<file path="src/hdl/dog_pkg.sv">
package dog_pkg;
  // ==========================================================
  // register map
  localparam logic [15:0] ADDR_CLOCK_SELECT = 16'hff42;
  localparam logic [15:0] ADDR_MODE_CONTROL = 16'hfff9;
  localparam logic [7:0]  RESET_CLOCK_SELECT = 8'h00;
  localparam logic [7:0]  RESET_MODE_CONTROL = 8'h00;
  // ==========================================================
  // field positions
  localparam int RUN_BIT       = 7;
  localparam int LOOP_BIT      = 4;
  localparam int ACTION_BIT    = 3;
  localparam int SEL_MSB       = 2;
  // ==========================================================
  // clock selection codes and prescaler taps
  localparam logic [2:0] SEL_DIV16   = 3'h0;
  localparam logic [2:0] SEL_DIV64   = 3'h2;
  localparam logic [2:0] SEL_DIV256  = 3'h4;
  localparam logic [2:0] SEL_DIV1024 = 3'h6;
  localparam int PRESCALE_WIDTH = 10;
  localparam int COUNT_WIDTH    = 7;
  // ==========================================================
  // overflow actions
  typedef enum logic [1:0] {
    ACT_STOP     = 2'h0,
    ACT_INTERVAL = 2'h1,
    ACT_NMI      = 2'h2,
    ACT_RESET    = 2'h3
  } action_type;
endpackage : dog_pkg

</file>
<file path="src/hdl/dog_timer.sv">
`timescale 1ns/10ps
`default_nettype none
// Behaviour
// counter clock is main/16, /64, /256 or /1024 per select code.
// overflow every 2^11, 2^13, 2^15 or 2^17 main clocks.
// clock select is byte-written, resets to zero, upper five bits read zero.
// run bit zero stops counting; writing one clears and starts.
// run bit cannot be cleared by software; rewriting one restarts count.
// mode bits pick stop, interval irq, nmi or reset on overflow.
// mode bits are set-only, cleared by reset only.
// interval mode counts after run set, interrupts on every overflow.
// first overflow after restart may be early; prescaler is not cleared.
// software checks irq flag is zero before enabling loop detection.
// loop detect set while irq flag is one raises nmi at once.
// mode register takes bit or byte writes; bits 6,5,2,1,0 zero.
// counter runs in halt state, stops in stop state.
// counter frozen while subsystem clock feeds the cpu.
// interval irq gated by its mask flag, highest maskable priority.
// seven-bit up-counter; wrap to zero is the overflow.
// each overflow pulses the chosen request and sets the irq flag; with the stop action the code sets no flag.
module dog_timer
  import dog_pkg::*;
(
  input  wire logic        i_ref_clk,
  input  wire logic        i_sys_rst,
  input  wire logic [15:0] i_addr,
  input  wire logic [7:0]  i_wdata,
  input  wire logic        i_wr,
  input  wire logic        i_bit_wr,
  input  wire logic [2:0]  i_bit_pos,
  input  wire logic        i_rd,
  input  wire logic        i_cpu_halt,
  input  wire logic        i_cpu_stop,
  input  wire logic        i_cpu_on_subclk,
  input  wire logic        i_dog_irq_mask,
  input  wire logic        i_dog_irq_flag_clr,
  output logic [7:0]       o_rdata,
  output logic             o_dog_irq_flag,
  output logic             o_dog_interval_irq,
  output logic             o_nmi_req,
  output logic             o_reset_req
);
  // ==========================================================
  // state
  logic [2:0]             clock_sel_r;
  logic [2:0]             clock_sel_nxt;
  logic                   run_r;
  logic                   run_nxt;
  logic                   loop_r;
  logic                   loop_nxt;
  logic                   action_r;
  logic                   action_nxt;
  logic [COUNT_WIDTH-1:0] count_r;
  logic [COUNT_WIDTH-1:0] count_nxt;
  logic                   flag_nxt;
  logic                   ival_nxt;
  logic                   nmi_nxt;
  logic                   rst_nxt;
  logic [7:0]             rdata_nxt;
  logic                   tick;
  logic                   advance;
  logic                   hit_sel;
  logic                   hit_mode;
  logic [7:0]             mode_wval;
  logic                   overflow;
  logic                   restart;
  action_type             action;

  // ==========================================================
  // helpers shared by the write decode and the read mux
  function automatic logic is_sel_addr(logic [15:0] a);
    return a == ADDR_CLOCK_SELECT;
  endfunction : is_sel_addr

  function automatic logic is_mode_addr(logic [15:0] a);
    return a == ADDR_MODE_CONTROL;
  endfunction : is_mode_addr

  // one image for read-back and bit-write base, so they never disagree;
  // unused bit positions stay tied low
  function automatic logic [7:0] mode_image(logic run,
                                            logic loop,
                                            logic act);
    logic [7:0] img;
    img             = 8'h00;
    img[RUN_BIT]    = run;
    img[LOOP_BIT]   = loop;
    img[ACTION_BIT] = act;
    return img;
  endfunction : mode_image

  // halt is taken only for completeness: the count runs through it,
  // so no logic needs to look at that input
  // halt keeps counting; stop and subclock freeze the prescaler and the counter
  assign advance = !i_cpu_stop && !i_cpu_on_subclk;

  dog_prescaler #(
    .WIDTH (PRESCALE_WIDTH)
  ) u_pre (
    .i_ref_clk (i_ref_clk),
    .i_sys_rst (i_sys_rst),
    .i_advance (advance),
    .i_select  (clock_sel_r),
    .o_tick    (tick)
  );

  // ==========================================================
  // register write decode
  always_comb begin
    hit_sel  = 1'b0;
    hit_mode = 1'b0;
    if (is_sel_addr(i_addr)) begin
      hit_sel = i_wr;
    end else if (is_mode_addr(i_addr)) begin
      hit_mode = i_wr || i_bit_wr;
    end
    // a bit write only sets or clears the addressed bit
    mode_wval = mode_image(run_r, loop_r, action_r);
    if (i_bit_wr) begin
      mode_wval[i_bit_pos] = i_wdata[0];
    end else begin
      mode_wval = i_wdata;
    end
  end

  // ==========================================================
  // control bits: mode bits set-only, so ones simply or in; clock select loads as written
  always_comb begin
    clock_sel_nxt = hit_sel ? i_wdata[SEL_MSB:0] : clock_sel_r;
    run_nxt    = run_r    | (hit_mode & mode_wval[RUN_BIT]);
    loop_nxt   = loop_r   | (hit_mode & mode_wval[LOOP_BIT]);
    action_nxt = action_r | (hit_mode & mode_wval[ACTION_BIT]);
    // a bit write aimed at another bit must not restart a running count
    restart    = hit_mode & mode_wval[RUN_BIT] &
                 (!i_bit_wr || i_bit_pos == 3'(RUN_BIT));
  end

  // ==========================================================
  // counter and overflow actions
  always_comb begin
    action    = action_type'({loop_r, action_r});
    // tick was launched a cycle earlier; gating it again makes a freeze
    // take hold at once instead of letting one last tick through
    overflow  = run_r && !restart && tick && advance &&
                (count_r == {COUNT_WIDTH{1'b1}});
    count_nxt = count_r;
    if (restart) begin
      count_nxt = '0;
    end else if (run_r && tick && advance) begin
      count_nxt = count_r + 1'b1;
    end
    ival_nxt = overflow && action == ACT_INTERVAL && !i_dog_irq_mask;
    // nmi also fires when loop detect is newly set over a pending flag
    nmi_nxt  = (overflow && action == ACT_NMI) ||
               (hit_mode && mode_wval[LOOP_BIT] && !loop_r &&
                o_dog_irq_flag);
    rst_nxt  = overflow && action == ACT_RESET;
    // set beats clear
    flag_nxt = (overflow && action != ACT_STOP) ||
               (o_dog_irq_flag && !i_dog_irq_flag_clr);
  end

  // ==========================================================
  // read mux; unmapped addresses read zero
  always_comb begin
    rdata_nxt = 8'h00;
    if (i_rd && is_sel_addr(i_addr)) begin
      rdata_nxt = {5'h00, clock_sel_r};
    end else if (i_rd && is_mode_addr(i_addr)) begin
      rdata_nxt = mode_image(run_r, loop_r, action_r);
    end
  end

  // ==========================================================
  // register stage: software-visible control bits
  always_ff @(posedge i_ref_clk or posedge i_sys_rst) begin
    if (i_sys_rst) begin
      clock_sel_r <= RESET_CLOCK_SELECT[SEL_MSB:0];
      run_r       <= RESET_MODE_CONTROL[RUN_BIT];
      loop_r      <= RESET_MODE_CONTROL[LOOP_BIT];
      action_r    <= RESET_MODE_CONTROL[ACTION_BIT];
    end else begin
      clock_sel_r <= clock_sel_nxt;
      run_r       <= run_nxt;
      loop_r      <= loop_nxt;
      action_r    <= action_nxt;
    end
  end

  // register stage: overflow counter
  always_ff @(posedge i_ref_clk or posedge i_sys_rst) begin
    if (i_sys_rst) begin
      count_r <= '0;
    end else begin
      count_r <= count_nxt;
    end
  end

  // register stage: request pulses and flag, all straight from flops
  always_ff @(posedge i_ref_clk or posedge i_sys_rst) begin
    if (i_sys_rst) begin
      o_dog_irq_flag     <= 1'b0;
      o_dog_interval_irq <= 1'b0;
      o_nmi_req          <= 1'b0;
      o_reset_req        <= 1'b0;
    end else begin
      o_dog_irq_flag     <= flag_nxt;
      o_dog_interval_irq <= ival_nxt;
      o_nmi_req          <= nmi_nxt;
      o_reset_req        <= rst_nxt;
    end
  end

  // register stage: read data, held one cycle only
  always_ff @(posedge i_ref_clk or posedge i_sys_rst) begin
    if (i_sys_rst) begin
      o_rdata <= 8'h00;
    end else begin
      o_rdata <= rdata_nxt;
    end
  end
endmodule : dog_timer
`default_nettype wire

</file>
<file path="src/hdl/dog_prescaler.sv">
`timescale 1ns/10ps
`default_nettype none
// prescaler, held while i_advance is low; tick pulses once per selected divide
module dog_prescaler
  import dog_pkg::*;
#(
  parameter int WIDTH = dog_pkg::PRESCALE_WIDTH
) (
  input  wire logic       i_ref_clk,
  input  wire logic       i_sys_rst,
  input  wire logic       i_advance,
  input  wire logic [2:0] i_select,
  output logic            o_tick
);
  logic [WIDTH-1:0] pre_r;
  logic [WIDTH-1:0] pre_nxt;
  logic             tick_nxt;
  logic [WIDTH-1:0] mask;

  // ==========================================================
  // divider; never cleared by software, hence the early first overflow
  always_comb begin
    case (i_select)
      SEL_DIV64:   mask = WIDTH'(10'h03f);
      SEL_DIV256:  mask = WIDTH'(10'h0ff);
      SEL_DIV1024: mask = WIDTH'(10'h3ff);
      default:     mask = WIDTH'(10'h00f);
    endcase
    pre_nxt  = i_advance ? pre_r + 1'b1 : pre_r;
    tick_nxt = i_advance && ((pre_r & mask) == mask);
  end

  always_ff @(posedge i_ref_clk or posedge i_sys_rst) begin
    if (i_sys_rst) begin
      pre_r  <= '0;
      o_tick <= 1'b0;
    end else begin
      pre_r  <= pre_nxt;
      o_tick <= tick_nxt;
    end
  end
endmodule : dog_prescaler
`default_nettype wire

</file>
<file path="config.mk">
export PLATFORM = sky130hd
export DESIGN_NAME = dog_timer
export DESIGN_NICKNAME = d
export VERILOG_FILES = /design/src/hdl/dog_pkg.sv /design/src/hdl/dog_timer.sv /design/src/hdl/dog_prescaler.sv
export SDC_FILE = /design/constraint.sdc
export NUM_CORES = 1
export LEC_CHECK = 0
export ABC_CLOCK_PERIOD_IN_PS = 4180
export BUFFER_PORTS_ARGS = -buffer_cell sky130_fd_sc_hd__buf_2
export CAP_MARGIN = 20
export CELL_PAD_IN_SITES_DETAIL_PLACEMENT = 0
export CELL_PAD_IN_SITES_GLOBAL_PLACEMENT = 1
export CORE_MARGIN = 3
export CORE_UTILIZATION = 41
export CTS_CLUSTER_SIZE = 28
export DETAILED_ROUTE_END_ITERATION = 16
export HOLD_SLACK_MARGIN = 0.05
export PLACE_DENSITY_LB_ADDON = 0.1
export SETUP_SLACK_MARGIN = 0.5
export SYNTH_ARGS = -nofsm -noshare
export SYNTH_HDL_FRONTEND = slang
export SYNTH_SLANG_ARGS = --single-unit
</file>
<file path="constraint.sdc">
create_clock -name i_ref_clk -period 4.18 [get_ports i_ref_clk]
set_clock_uncertainty 0.1 [all_clocks]
set_input_delay 0.836 -clock i_ref_clk [delete_from_list [all_inputs] [get_ports i_ref_clk]]
set_output_delay 0.836 -clock i_ref_clk [all_outputs]
set_load 0.03 [all_outputs]
</file>
==> run_results.csv, run 1 <==
group,metric,value,unit
die,die_w,68.35,um
global_routing,grt_pass1_wl,4933,um
clock_network,cts_hold_buf,0,
logic_synthesis,ys_seq_area_frac,0.5338,
setup_path,cp_num_buf_inv,1,
timing,finalCritPeriodShare,0.4862,
logic_synthesis,avgSynthCellArea,11.31,sq um
timing,slew_violations,0,
die,fp-row-count,22,
setup_path,path_max_fanout,12,
setup_path,required,4.23,ns
final_layout,multi_input_area,686.9,sq um
clock_network,clk_latency,0.28,ns
logic_synthesis,ys_async_sr_fraction,1.000,
timing,setup_viol,0,
logic_synthesis,syn_inst,141,
clock_network,post_cts_buffers,0,
setup_path,cp-end-kind,"flop",
logic_synthesis,netlist_top_cells_area,"dfrtp_1, xor2_1, and3_1, mux2_2, xnor2_1",
logic_synthesis,synth_edf_count,0,
routing,routed_wl,2969,um
routing,wl_per_cell,12.47,um
final_layout,antenna_cells,0,
clock_network,cts_tree,"built",
routing,viasPerCell,4.992,
timing,max_freq,0.4921,GHz
timing,tns,0,ns
global_routing,grt_overflow,0,
run,cap_violations,0,
die,die_height,68.35,um
logic_synthesis,ys_ff_latch,34,
clock_network,root_buffer,"clkbuf_8",
routing,firstDrtPassIters,5,
routing,vias,1188,
final_layout,layout.nets,228,
routing,ant_nets,0,
power_and_ir_drop,powerDensity,384.4,mW/mm^2
timing,min_period,2.032,ns
final_layout,seq_area,850.8,sq um
die,start_util,0.4290,
setup_path,path_cells,"buf_2, nand4_1, nor3_1, and4b_1, o32ai_1",
power_and_ir_drop,peakVddDrop,326.1,uV
die,die-area,0.004672,sq mm
logic_synthesis,yosysMostFrequentCell,"dfrtp_1",
clock_network,path_clk_slew,0.08,ns
timing,hold_violations,0,
clock_network,htreeDepth,2,
routing,drtIter0Drc,32,
placed_design,dp_hpwl,2290,um
placed_design,finalWeightedCongestion,0.7339,
final_layout,layout-drive-gt1-share,0.3105,
clock_network,cts_buffers,5,
final_layout,utilization,0.5256,
clock_network,cts_sinks,34,
timing,rsz0062_at_grt,"no",
status,status,"finished clean",
final_layout,fillers,346,
logic_synthesis,syn_area,0.001594,sq mm
setup_path,slowest_delay,0.54,ns
global_routing,grt_max_degree,35,
die,core-area,0.003716,sq mm
clock_network,cts_resized,0,
setup_path,cp-start-kind,"input port",
setup_path,crit_path_top_delay_cell,"and4b_1",
placed_design,io_buffers,43,
final_layout,area_growth_syn_to_layout,22.53,%
logic_synthesis,synth_cell_type_count,35,
clock_network,cts_buffer_depth,2,
global_routing,grt_antenna_before_repair,0,
setup_path,crit_arrival,2.08,ns
logic_synthesis,ys.flop_type,"dfrtp_1",
setup_path,crit_family,"simple AND/OR/NAND/NOR gates",
min_path,holdCritPathClass,"flop to flop",
logic_synthesis,synthTopCellsByCount,"dfrtp_1, nor2_1, and3_1, xor2_1, nand2_1",
routing,remaining_drc_errors,0,
power_and_ir_drop,leakagePower,1.018,nW
die,num_io_pins,49,
setup_path,crit_type,"input port to flop",
logic_synthesis,synth_area_leader_cell,"dfrtp_1",
logic_synthesis,yosys.area.top_type_share,0.5338,
global_routing,grt_pass1_vias,1129,
global_routing,grt_use_total,0.1410,
logic_synthesis,ys_warn_count,0,
final timing paths:
check	start	end	slack, ns	cells after the start
worst max-delay path	i_addr[14]	o_dog_irq_flag$_DFF_PP0_	2.15	5
worst min-delay path	u_pre.pre_r[7]$_DFFE_PP0P_	u_pre.pre_r[7]$_DFFE_PP0P_	0.38	1
worst max register to register	run_r$_DFF_PP0_	o_nmi_req$_DFF_PP0_	2.53	4
worst min register to register	u_pre.pre_r[7]$_DFFE_PP0P_	u_pre.pre_r[7]$_DFFE_PP0P_	0.38	1
max in group asynchronous	i_sys_rst	u_pre.pre_r[6]$_DFFE_PP0P_	3.15	3
min in group asynchronous	i_sys_rst	count_r[6]$_DFFE_PP0P_	0.53	3
per-stage QoR:
step | area (sq um) | total power, mW | setup WS (ns) | std cells | hold WS, ns
2_1_floorplan | 1598 | 0.4350 | 2.188 | 142 | 0.3376
3_3_place_gp | 1843 | 0.4627 | 1.786 | 230 | 0.3555
3_5_place_dp | 1843 | 0.4648 | 1.799 | 230 | 0.3650
4_1_cts | 1953 | 0.7616 | 2.100 | 238 | 0.3781
5_1_grt | 1953 | 0.7952 | 1.925 | 238 | 0.3847
6_report | 1953 | 0.7509 | 2.148 | 238 | 0.3752
cell families after synthesis:
family	count (synthesis)	synth area share
AO/OA/AOI/OAI	10	0.04868
multiplexers	6	0.04160
buffers and inverters	10	0.03767
XOR/XNOR	15	0.08242
AND/OR/NAND/NOR	63	0.2378
flip-flops	34	0.5338
other	1	0.002353
adder cells (fa/ha/maj)	2	0.01570
power by group:
part	leakage (nW)	total [mW]	internal, mW	switching [mW]
clock network	0.0514	0.294	0.178	0.116
logic	0.501	0.0709	0.0395	0.0314
registers	0.465	0.386	0.357	0.0292
total	1.02	0.751	0.574	0.177
area by class of cell:
class / instances / area share
flip-flops and latches: 34 / 0.4356
clock buffers: 6 / 0.03716
repair buffers: 44 / 0.1140
inverters: 6 / 0.01153
multi-input cells: 98 / 0.3517
clock inverters: 2 / 0.01922
well taps: 48 / 0.03075
state kept, by name, indices dropped and copies added (netlist names):
signal	flops
count_r	7
u_pre.pre_r	10
u_pre.o_tick	1
clock_sel_r	3
o_rdata	6
action_r	1
o_dog_interval_irq	1
loop_r	1
o_dog_irq_flag	1
o_nmi_req	1
o_reset_req	1
run_r	1
placed cells by master, fill, tap and decap left out:
cell type and count:
nor2_1 13, ha_1 2, nand4_1 7, clkbuf_1 1
dfrtp_1 34, o32ai_1 2, a21o_1 1, or3b_1 1
nor4_1 1, and4bb_1 1, and3_1 10, nand2_1 8
nand3_1 4, buf_4 1, xnor2_1 6, bufinv_16 1
and4b_1 1, or2_2 1, nand4_4 1, inv_1 6
o21bai_1 1, buf_2 43, mux2_2 5, xor2_1 9
nor2b_1 4, clkbuf_8 5, a22oi_1 1, o31a_1 1
nor3_1 2, mux2i_1 1, nand2b_1 3, a21oi_1 2
nor3b_1 1, clkinvlp_4 1, a32o_1 1, and4_1 4
conb_1 2, a32oi_1 1, nor4_2 1
worst reg2reg max path: cells and delay by family (launching register included):
kind,cells,cell delay [ns]
and+or+nand+nor,3,0.97
DFF,1,0.36
AOI/OAI and AO/OA,1,0.13
per-layer routing:
layer | global-route usage | share of wire | vias to the layer above
met2 | 0.2178 | 0.51 | 20
met1 | 0.1880 | 0.45 | 578
li1 | - | - | 586
met5 | 0 | 0 | -
met4 | 0.03722 | 0.0094 | 0
met3 | 0.04926 | 0.036 | 4
Power figures use the tool's default switching activity.
==> run 2: changes to the inputs <==
--- a/config.mk
+++ b/config.mk
@@ -5,13 +5,13 @@
 export SDC_FILE = /design/constraint.sdc
 export NUM_CORES = 1
 export LEC_CHECK = 0
-export ABC_CLOCK_PERIOD_IN_PS = 4180
+export ABC_CLOCK_PERIOD_IN_PS = 2100
 export BUFFER_PORTS_ARGS = -buffer_cell sky130_fd_sc_hd__buf_2
 export CAP_MARGIN = 20
 export CELL_PAD_IN_SITES_DETAIL_PLACEMENT = 0
 export CELL_PAD_IN_SITES_GLOBAL_PLACEMENT = 1
 export CORE_MARGIN = 3
-export CORE_UTILIZATION = 41
+export CORE_UTILIZATION = 38
 export CTS_CLUSTER_SIZE = 28
 export DETAILED_ROUTE_END_ITERATION = 16
 export HOLD_SLACK_MARGIN = 0.05
==> constraint.sdc (replaced) <==
create_clock -name i_ref_clk -period 2.1 [get_ports i_ref_clk]
set_clock_uncertainty 0.1 [all_clocks]
set_input_delay 0.42 -clock i_ref_clk [delete_from_list [all_inputs] [get_ports i_ref_clk]]
set_output_delay 0.42 -clock i_ref_clk [all_outputs]
set_load 0.03 [all_outputs]
==> run_results.csv, run 2 (same netlist as run 1, synthesis figures left out) <==
group,metric,value,unit
routing,vias,1232,
status,status,"finished clean",
routing,routed_wl,3168,um
power_and_ir_drop,seqPwrFrac,0.518,
final_layout,fillers,370,
power_and_ir_drop,pwr-share-comb,0.097,
power_and_ir_drop,leakagePower,1.031,nW
clock_network,cts_buffers,5,
setup_path,cp-end-kind,"flop",
power_and_ir_drop,finalPower,1.493,mW
final_layout,reg_top3,"u_pre.pre_r: 10 flops, count_r: 7 flops, o_rdata: 6 flops",
final_layout,area_growth_syn_to_layout,23.78,%
clock_network,cts_buffer_depth,2,
setup_path,required,2.17,ns
final_layout,antenna_cells,0,
power_and_ir_drop,p_int,1.145,mW
min_path,holdCritPathClass,"input port to asynchronous set/reset pin",
routing,remaining_drc_errors,0,
global_routing,grt_antenna_before_repair,0,
global_routing,grt_max_degree,35,
run,cap_violations,0,
timing,hold_violations,0,
placed_design,io_buffers,43,
setup_path,cp-startpoint,"run_r$_DFF_PP0_",
global_routing,grt_pass1_wl,5513,um
timing,min_period,1.514,ns
final_layout,layout.nets,231,
power_and_ir_drop,swShare,0.2329,
routing,drtIter0Drc,67,
timing,setup_viol,0,
die,die_w,70.77,um
power_and_ir_drop,powerDensity,756.8,mW/mm^2
final_layout,largest_register_ffs,10,
placed_design,placed_area,0.001866,sq mm
die,fp-row-count,22,
final_layout,final_cells,241,
final_layout,multi_input_area,688.2,sq um
final_layout,layout-drive-gt1-share,0.3264,
routing,ant_nets,0,
clock_network,cts_sinks,34,
global_routing,grt_use_total,0.1377,
clock_network,htreeDepth,2,
final_layout,stdcell_area,0.001973,sq mm
placed_design,finalWeightedCongestion,0.7595,
die,die-area,0.005008,sq mm
global_routing,grt_pass1_vias,1253,
final_layout,layout_commonest_cell,"buf_2",
die,die_height,70.77,um
timing,rsz0062_at_grt,"no",
final_layout,final_cell_mix,"buf_2, dfrtp_1, nor2_1, and3_1, xor2_1",
timing,slew_violations,0,
timing,max_freq,0.6605,GHz
setup_path,path_max_fanout,4,
clock_network,cts_tree,"built",
power_and_ir_drop,p_sw,347.7,uW
clock_network,root_buffer,"clkbuf_8",
final_layout,seq_area,850.8,sq um
placed_design,dp_hpwl,2425,um
clock_network,path_clk_slew,0.07,ns
timing,worst_slack,0.5859,ns
routing,firstDrtPassIters,4,
final_layout,utilization,0.5120,
setup_path,r2r_start,"run_r$_DFF_PP0_",
routing,wl_per_cell,13.15,um
clock_network,cts_hold_buf,0,
timing,finalCritPeriodShare,0.7210,
placed_design,dp.cells,233,
power_and_ir_drop,peakVddDrop,273.9,uV
die,core-area,0.003854,sq mm
timing,tns,0,ns
timing,fin_hold_ws,0.1332,ns
power_and_ir_drop,p_clk_frac,0.385,
global_routing,grt_overflow,0,
routing,viasPerCell,5.112,
setup_path,crit_type,"flop to flop",
final_layout,top_register,"u_pre.pre_r",
setup_path,cp-start-kind,"flop",
die,start_util,0.4136,
setup_path,crit_arrival,1.59,ns
die,num_io_pins,49,
clock_network,clk_latency,0.27,ns
placed_design,pre_cts_ws,0.2248,ns
run 2: changes by cell type in the layout (fill, tap and decap cells not counted):
cell,previous run,this run
clkinvlp_4,1,0
clkbuf_1,1,2
buf_4,1,4
and4b_2,0,1
and4b_1,1,0
and4bb_2,0,1
and4bb_1,1,0
run 2: worst max-delay path, cell delays in order (launching register included):
cell and delay [ns]:
dfrtp_1 0.38, and4bb_2 0.28, nand4_4 0.14, or3b_1 0.38
o32ai_1 0.13
run 2: what timing repair did:
item	4_1_cts	5_1_grt
setup endpoints to repair	0	11
setup buffers	0	0
gates resized for setup	0	2
run 2: final cells by class:
| cell class | count | area share |
|---|---|---|
| clock buffer | 7 | 0.03868 |
| clock inverter | 1 | 0.01522 |
| inverter | 6 | 0.01141 |
| multi-input combinational | 98 | 0.3488 |
| sequential | 34 | 0.4312 |
| tap | 48 | 0.03044 |
| timing repair buffer | 47 | 0.1243 |
run 2: metal layers:
layer / part of all wire / track usage / vias up
met5: 0 / 0 / -
met4: 0.011 / 0.05010 / 0
met3: 0.053 / 0.03125 / 4
met2: 0.47 / 0.2225 / 42
met1: 0.47 / 0.1812 / 590
li1: - / - / 596
run 2: power groups by stage:
stage / Clock (mW) / Combinational (mW) / Sequential [mW]
after floorplan: 0 / 0.0972 / 0.769
after global placement: 0 / 0.140 / 0.782
after detailed placement: 0 / 0.147 / 0.785
after CTS: 0.593 / 0.148 / 0.774
after global routing: 0.620 / 0.169 / 0.786
final: 0.575 / 0.145 / 0.773
run 2: path summary, 6_finish.rpt:
path / to / slack [ns] / cells past startpoint
hold reg to reg: u_pre.pre_r[7]$_DFFE_PP0P_ / 0.37 / 1
setup / recovery: o_nmi_req$_DFF_PP0_ / 0.59 / 4
min in group i_ref_clk: o_dog_irq_flag$_DFF_PP0_ / 0.23 / 2
hold / removal: u_pre.pre_r[0]$_DFFE_PP0P_ / 0.13 / 3
max in group asynchronous: run_r$_DFF_PP0_ / 1.46 / 3
setup reg to reg: o_nmi_req$_DFF_PP0_ / 0.59 / 4
==> run 3: changes to the inputs <==
--- a/config.mk
+++ b/config.mk
@@ -5,13 +5,14 @@
 export SDC_FILE = /design/constraint.sdc
 export NUM_CORES = 1
 export LEC_CHECK = 0
-export ABC_CLOCK_PERIOD_IN_PS = 2100
+export ABC_AREA = 1
+export ABC_CLOCK_PERIOD_IN_PS = 1300
 export BUFFER_PORTS_ARGS = -buffer_cell sky130_fd_sc_hd__buf_2
 export CAP_MARGIN = 20
 export CELL_PAD_IN_SITES_DETAIL_PLACEMENT = 0
 export CELL_PAD_IN_SITES_GLOBAL_PLACEMENT = 1
 export CORE_MARGIN = 3
-export CORE_UTILIZATION = 38
+export CORE_UTILIZATION = 34
 export CTS_CLUSTER_SIZE = 28
 export DETAILED_ROUTE_END_ITERATION = 16
 export HOLD_SLACK_MARGIN = 0.05
==> constraint.sdc (replaced) <==
create_clock -name i_ref_clk -period 1.3 [get_ports i_ref_clk]
set_clock_uncertainty 0.1 [all_clocks]
set_input_delay 0.26 -clock i_ref_clk [delete_from_list [all_inputs] [get_ports i_ref_clk]]
set_output_delay 0.26 -clock i_ref_clk [all_outputs]
set_load 0.03 [all_outputs]
==> run_results.csv, run 3 <==
group,metric,value,unit
status,status,"complete, but fails checks",
status,violations,"hold timing",
timing,min_period,1.250,ns
logic_synthesis,yosys.area.top_type_share,0.4732,
logic_synthesis,synthTopCellsByCount,"nand2_1, dfrtp_1, inv_1, nor2_1",
logic_synthesis,synth_area_leader_cell,"dfrtp_1",
logic_synthesis,netlist_top_cells_area,"dfrtp_1, nand2_1, inv_1, nor2_1, xnor2_1",
run,cap_violations,0,
timing,hold_violations,14,
timing,max_freq,0.8001,GHz
final_layout,utilization,0.5789,
global_routing,grt_antenna_before_repair,0,
final_layout,layout.nets,325,
timing,slew_violations,0,
final_layout,reg_top3,"u_pre.pre_r: 10 flops, count_r: 7 flops, o_rdata: 6 flops",
logic_synthesis,avgSynthCellArea,8.562,sq um
die,die_height,78.72,um
die,start_util,0.3661,
final_layout,layout-drive-gt1-share,0.5854,
logic_synthesis,yosysMostFrequentCell,"nand2_1",
timing,finalCritPeriodShare,0.9614,
timing,fin_hold_ws,-0.2144,ns
die,die_w,78.72,um
clock_network,path_clk_slew,0.06,ns
setup_path,path_cells,"inv_2, nor2_4, nand4_1, inv_1, nand2_1, xor2_1, inv_1",
clock_network,cts_tree,"built",
routing,top_layer_used,"met4",
routing,vias,1519,
power_and_ir_drop,powerDensity,955.4,mW/mm^2
final_layout,fillers,447,
routing,wirelength_met1,1547,um
final_layout,final_cell_mix,"nand2_1, buf_2, buf_6, dfrtp_1, inv_1",
setup_path,cp_common_cell,"inv_1",
routing,drtIter0Drc,26,
setup_path,cp-end-kind,"flop",
power_and_ir_drop,p_sw,754.0,uW
setup_path,crit_type,"flop to flop",
clock_network,clk_latency,0.28,ns
die,fp-row-count,25,
clock_network,cts_buffer_depth,2,
global_routing,grt_pass1_wl,6762,um
routing,firstDrtPassIters,4,
timing,rsz0062_at_grt,"yes",
global_routing,grt_use_total,0.1377,
power_and_ir_drop,seqPwrFrac,0.477,
placed_design,dp_hpwl,2760,um
die,die-area,0.006197,sq mm
logic_synthesis,synth_edf_count,0,
global_routing,grt_overflow,0,
power_and_ir_drop,swShare,0.2776,
global_routing,grt_pass1_vias,1573,
final_layout,largest_register_ffs,10,
final_layout,top_register,"u_pre.pre_r",
logic_synthesis,synth_cell_type_count,30,
routing,wl_per_cell,10.35,um
setup_path,slowest_delay,0.40,ns
clock_network,htreeDepth,2,
logic_synthesis,syn_inst,210,
power_and_ir_drop,p_int,1.962,mW
routing,ant_nets,0,
global_routing,grt_max_degree,30,
placed_design,io_buffers,43,
setup_path,path_max_fanout,2,
routing,viasPerCell,4.291,
power_and_ir_drop,peakVddDrop,645.8,uV
routing,remaining_drc_errors,0,
setup_path,required,1.37,ns
routing,wl_met2,1893,um
power_and_ir_drop,finalPower,2.716,mW
timing,setup_viol,0,
final_layout,layout_commonest_cell,"nand2_1",
die,num_io_pins,49,
logic_synthesis,ys_seq_area_frac,0.4732,
power_and_ir_drop,pwr-share-comb,0.233,
logic_synthesis,ys_async_sr_fraction,1.000,
routing,wl_met3,157,um
clock_network,root_buffer,"clkbuf_8",
logic_synthesis,ys_warn_count,0,
placed_design,finalWeightedCongestion,0.6979,
setup_path,crit_family,"flip-flops",
die,core-area,0.004911,sq mm
setup_path,crit_arrival,1.32,ns
clock_network,cts_buffers,5,
final_layout,antenna_cells,0,
clock_network,cts_sinks,34,
logic_synthesis,ys.flop_type,"dfrtp_1",
logic_synthesis,ys_ff_latch,34,
setup_path,cp-start-kind,"flop",
min_path,holdCritPathClass,"input port to asynchronous set/reset pin",
logic_synthesis,syn_area,0.001798,sq mm
setup_path,crit_path_top_delay_cell,"dfrtp_1",
setup_path,cp_num_buf_inv,3,
final_layout,area_growth_syn_to_layout,58.11,%
power_and_ir_drop,leakagePower,1.413,nW
power_and_ir_drop,p_clk_frac,0.290,
routing,routed_wl,3665,um
run 3: cell count changes in the layout (fill, tap and decap cells not counted), moves of 13 or more:
cell and delta:
inv_1 +15, nand2_1 +30, buf_4 +14, buf_2 -17
buf_6 +24, nor2_2 +13, nor2_4 +14
run 3: logic make-up after synthesis:
kind of cell / Yosys count / share of synthesized area
xor gates and xnor gates: 14 / 0.06820
DFF: 34 / 0.4732
adders and majority gates: 2 / 0.01392
buffers and inverters: 34 / 0.07794
and+or+nand+nor: 118 / 0.3431
AOI/OAI and AO/OA: 7 / 0.02157
other: 1 / 0.002086
run 3: layout make-up:
cell class	count	area (sq um)	share of cell area
multi-input combinational	143	1085	0.3816
inverter	32	146.4	0.05150
sequential	34	865.8	0.3046
timing repair buffer	70	570.5	0.2007
tap	67	83.83	0.02949
clock buffer	7	86.33	0.03037
clock inverter	1	5.005	0.001761
run 3: path summary, 6_finish.rpt:
check | from | end | slack (ns) | cells past startpoint
worst max register to register | u_pre.pre_r[1]$_DFFE_PP0P_ | u_pre.pre_r[9]$_DFFE_PP0P_ | 0.05 | 7
worst max-delay path | u_pre.pre_r[1]$_DFFE_PP0P_ | u_pre.pre_r[9]$_DFFE_PP0P_ | 0.05 | 7
max in group asynchronous | i_sys_rst | o_nmi_req$_DFF_PP0_ | 0.93 | 3
worst min register to register | u_pre.pre_r[7]$_DFFE_PP0P_ | u_pre.pre_r[7]$_DFFE_PP0P_ | 0.37 | 1
worst min-delay path | i_sys_rst | u_pre.pre_r[5]$_DFFE_PP0P_ | -0.21 | 2
min in group i_ref_clk | i_wdata[2] | clock_sel_r[2]$_DFFE_PP0P_ | 0.09 | 3
run 3: worst reg2reg max path, delay by kind of cell, from the launching register on:
| family | cells | cell delay, ns |
|---|---|---|
| buffers and inverters | 3 | 0.22 |
| AND/OR/NAND/NOR | 3 | 0.29 |
| XOR/XNOR | 1 | 0.13 |
| flip-flops | 1 | 0.40 |
run 3: power groups by stage:
| stage | Sequential, mW | Combinational, mW | Clock, mW |
|---|---|---|---|
| floorplan | 1.28 | 0.263 | 0 |
| global placement | 1.29 | 0.411 | 0 |
| detailed placement | 1.30 | 0.419 | 0 |
| CTS | 1.29 | 0.550 | 0.827 |
| global route | 1.31 | 0.700 | 0.882 |
| finish | 1.30 | 0.633 | 0.787 |
run 3: metal layers:
| metal | global-route usage | vias up |
|---|---|---|
| li1 | - | 787 |
| met3 | 0.03061 | 7 |
| met4 | 0.05245 | 0 |
| met2 | 0.2377 | 33 |
| met5 | 0 | - |
| met1 | 0.1669 | 692 |
run 3: stage by stage:
step | area (sq um) | cells | hold slack, ns | worst slack [ns] | setup TNS [ns]
after floorplan | 1924 | 211 | 0.1005 | 0.09035 | 0
after global placement | 2341 | 335 | 0.08262 | -0.07490 | -0.6084
after detailed placement | 2341 | 335 | 0.08695 | -0.08472 | -0.5833
after CTS | 2739 | 351 | -0.2181 | 0.03715 | 0
after global routing | 2843 | 354 | -0.2160 | -0.07410 | -0.3261
final | 2843 | 354 | -0.2144 | 0.05020 | 0
run 3: repair_timing:
item                                   CTS  global route
pin swaps                               29            19
gates resized for setup                 65            22
endpoints found under the hold margin   34            34
buffers inserted                         8             3
setup endpoints to repair               44            44
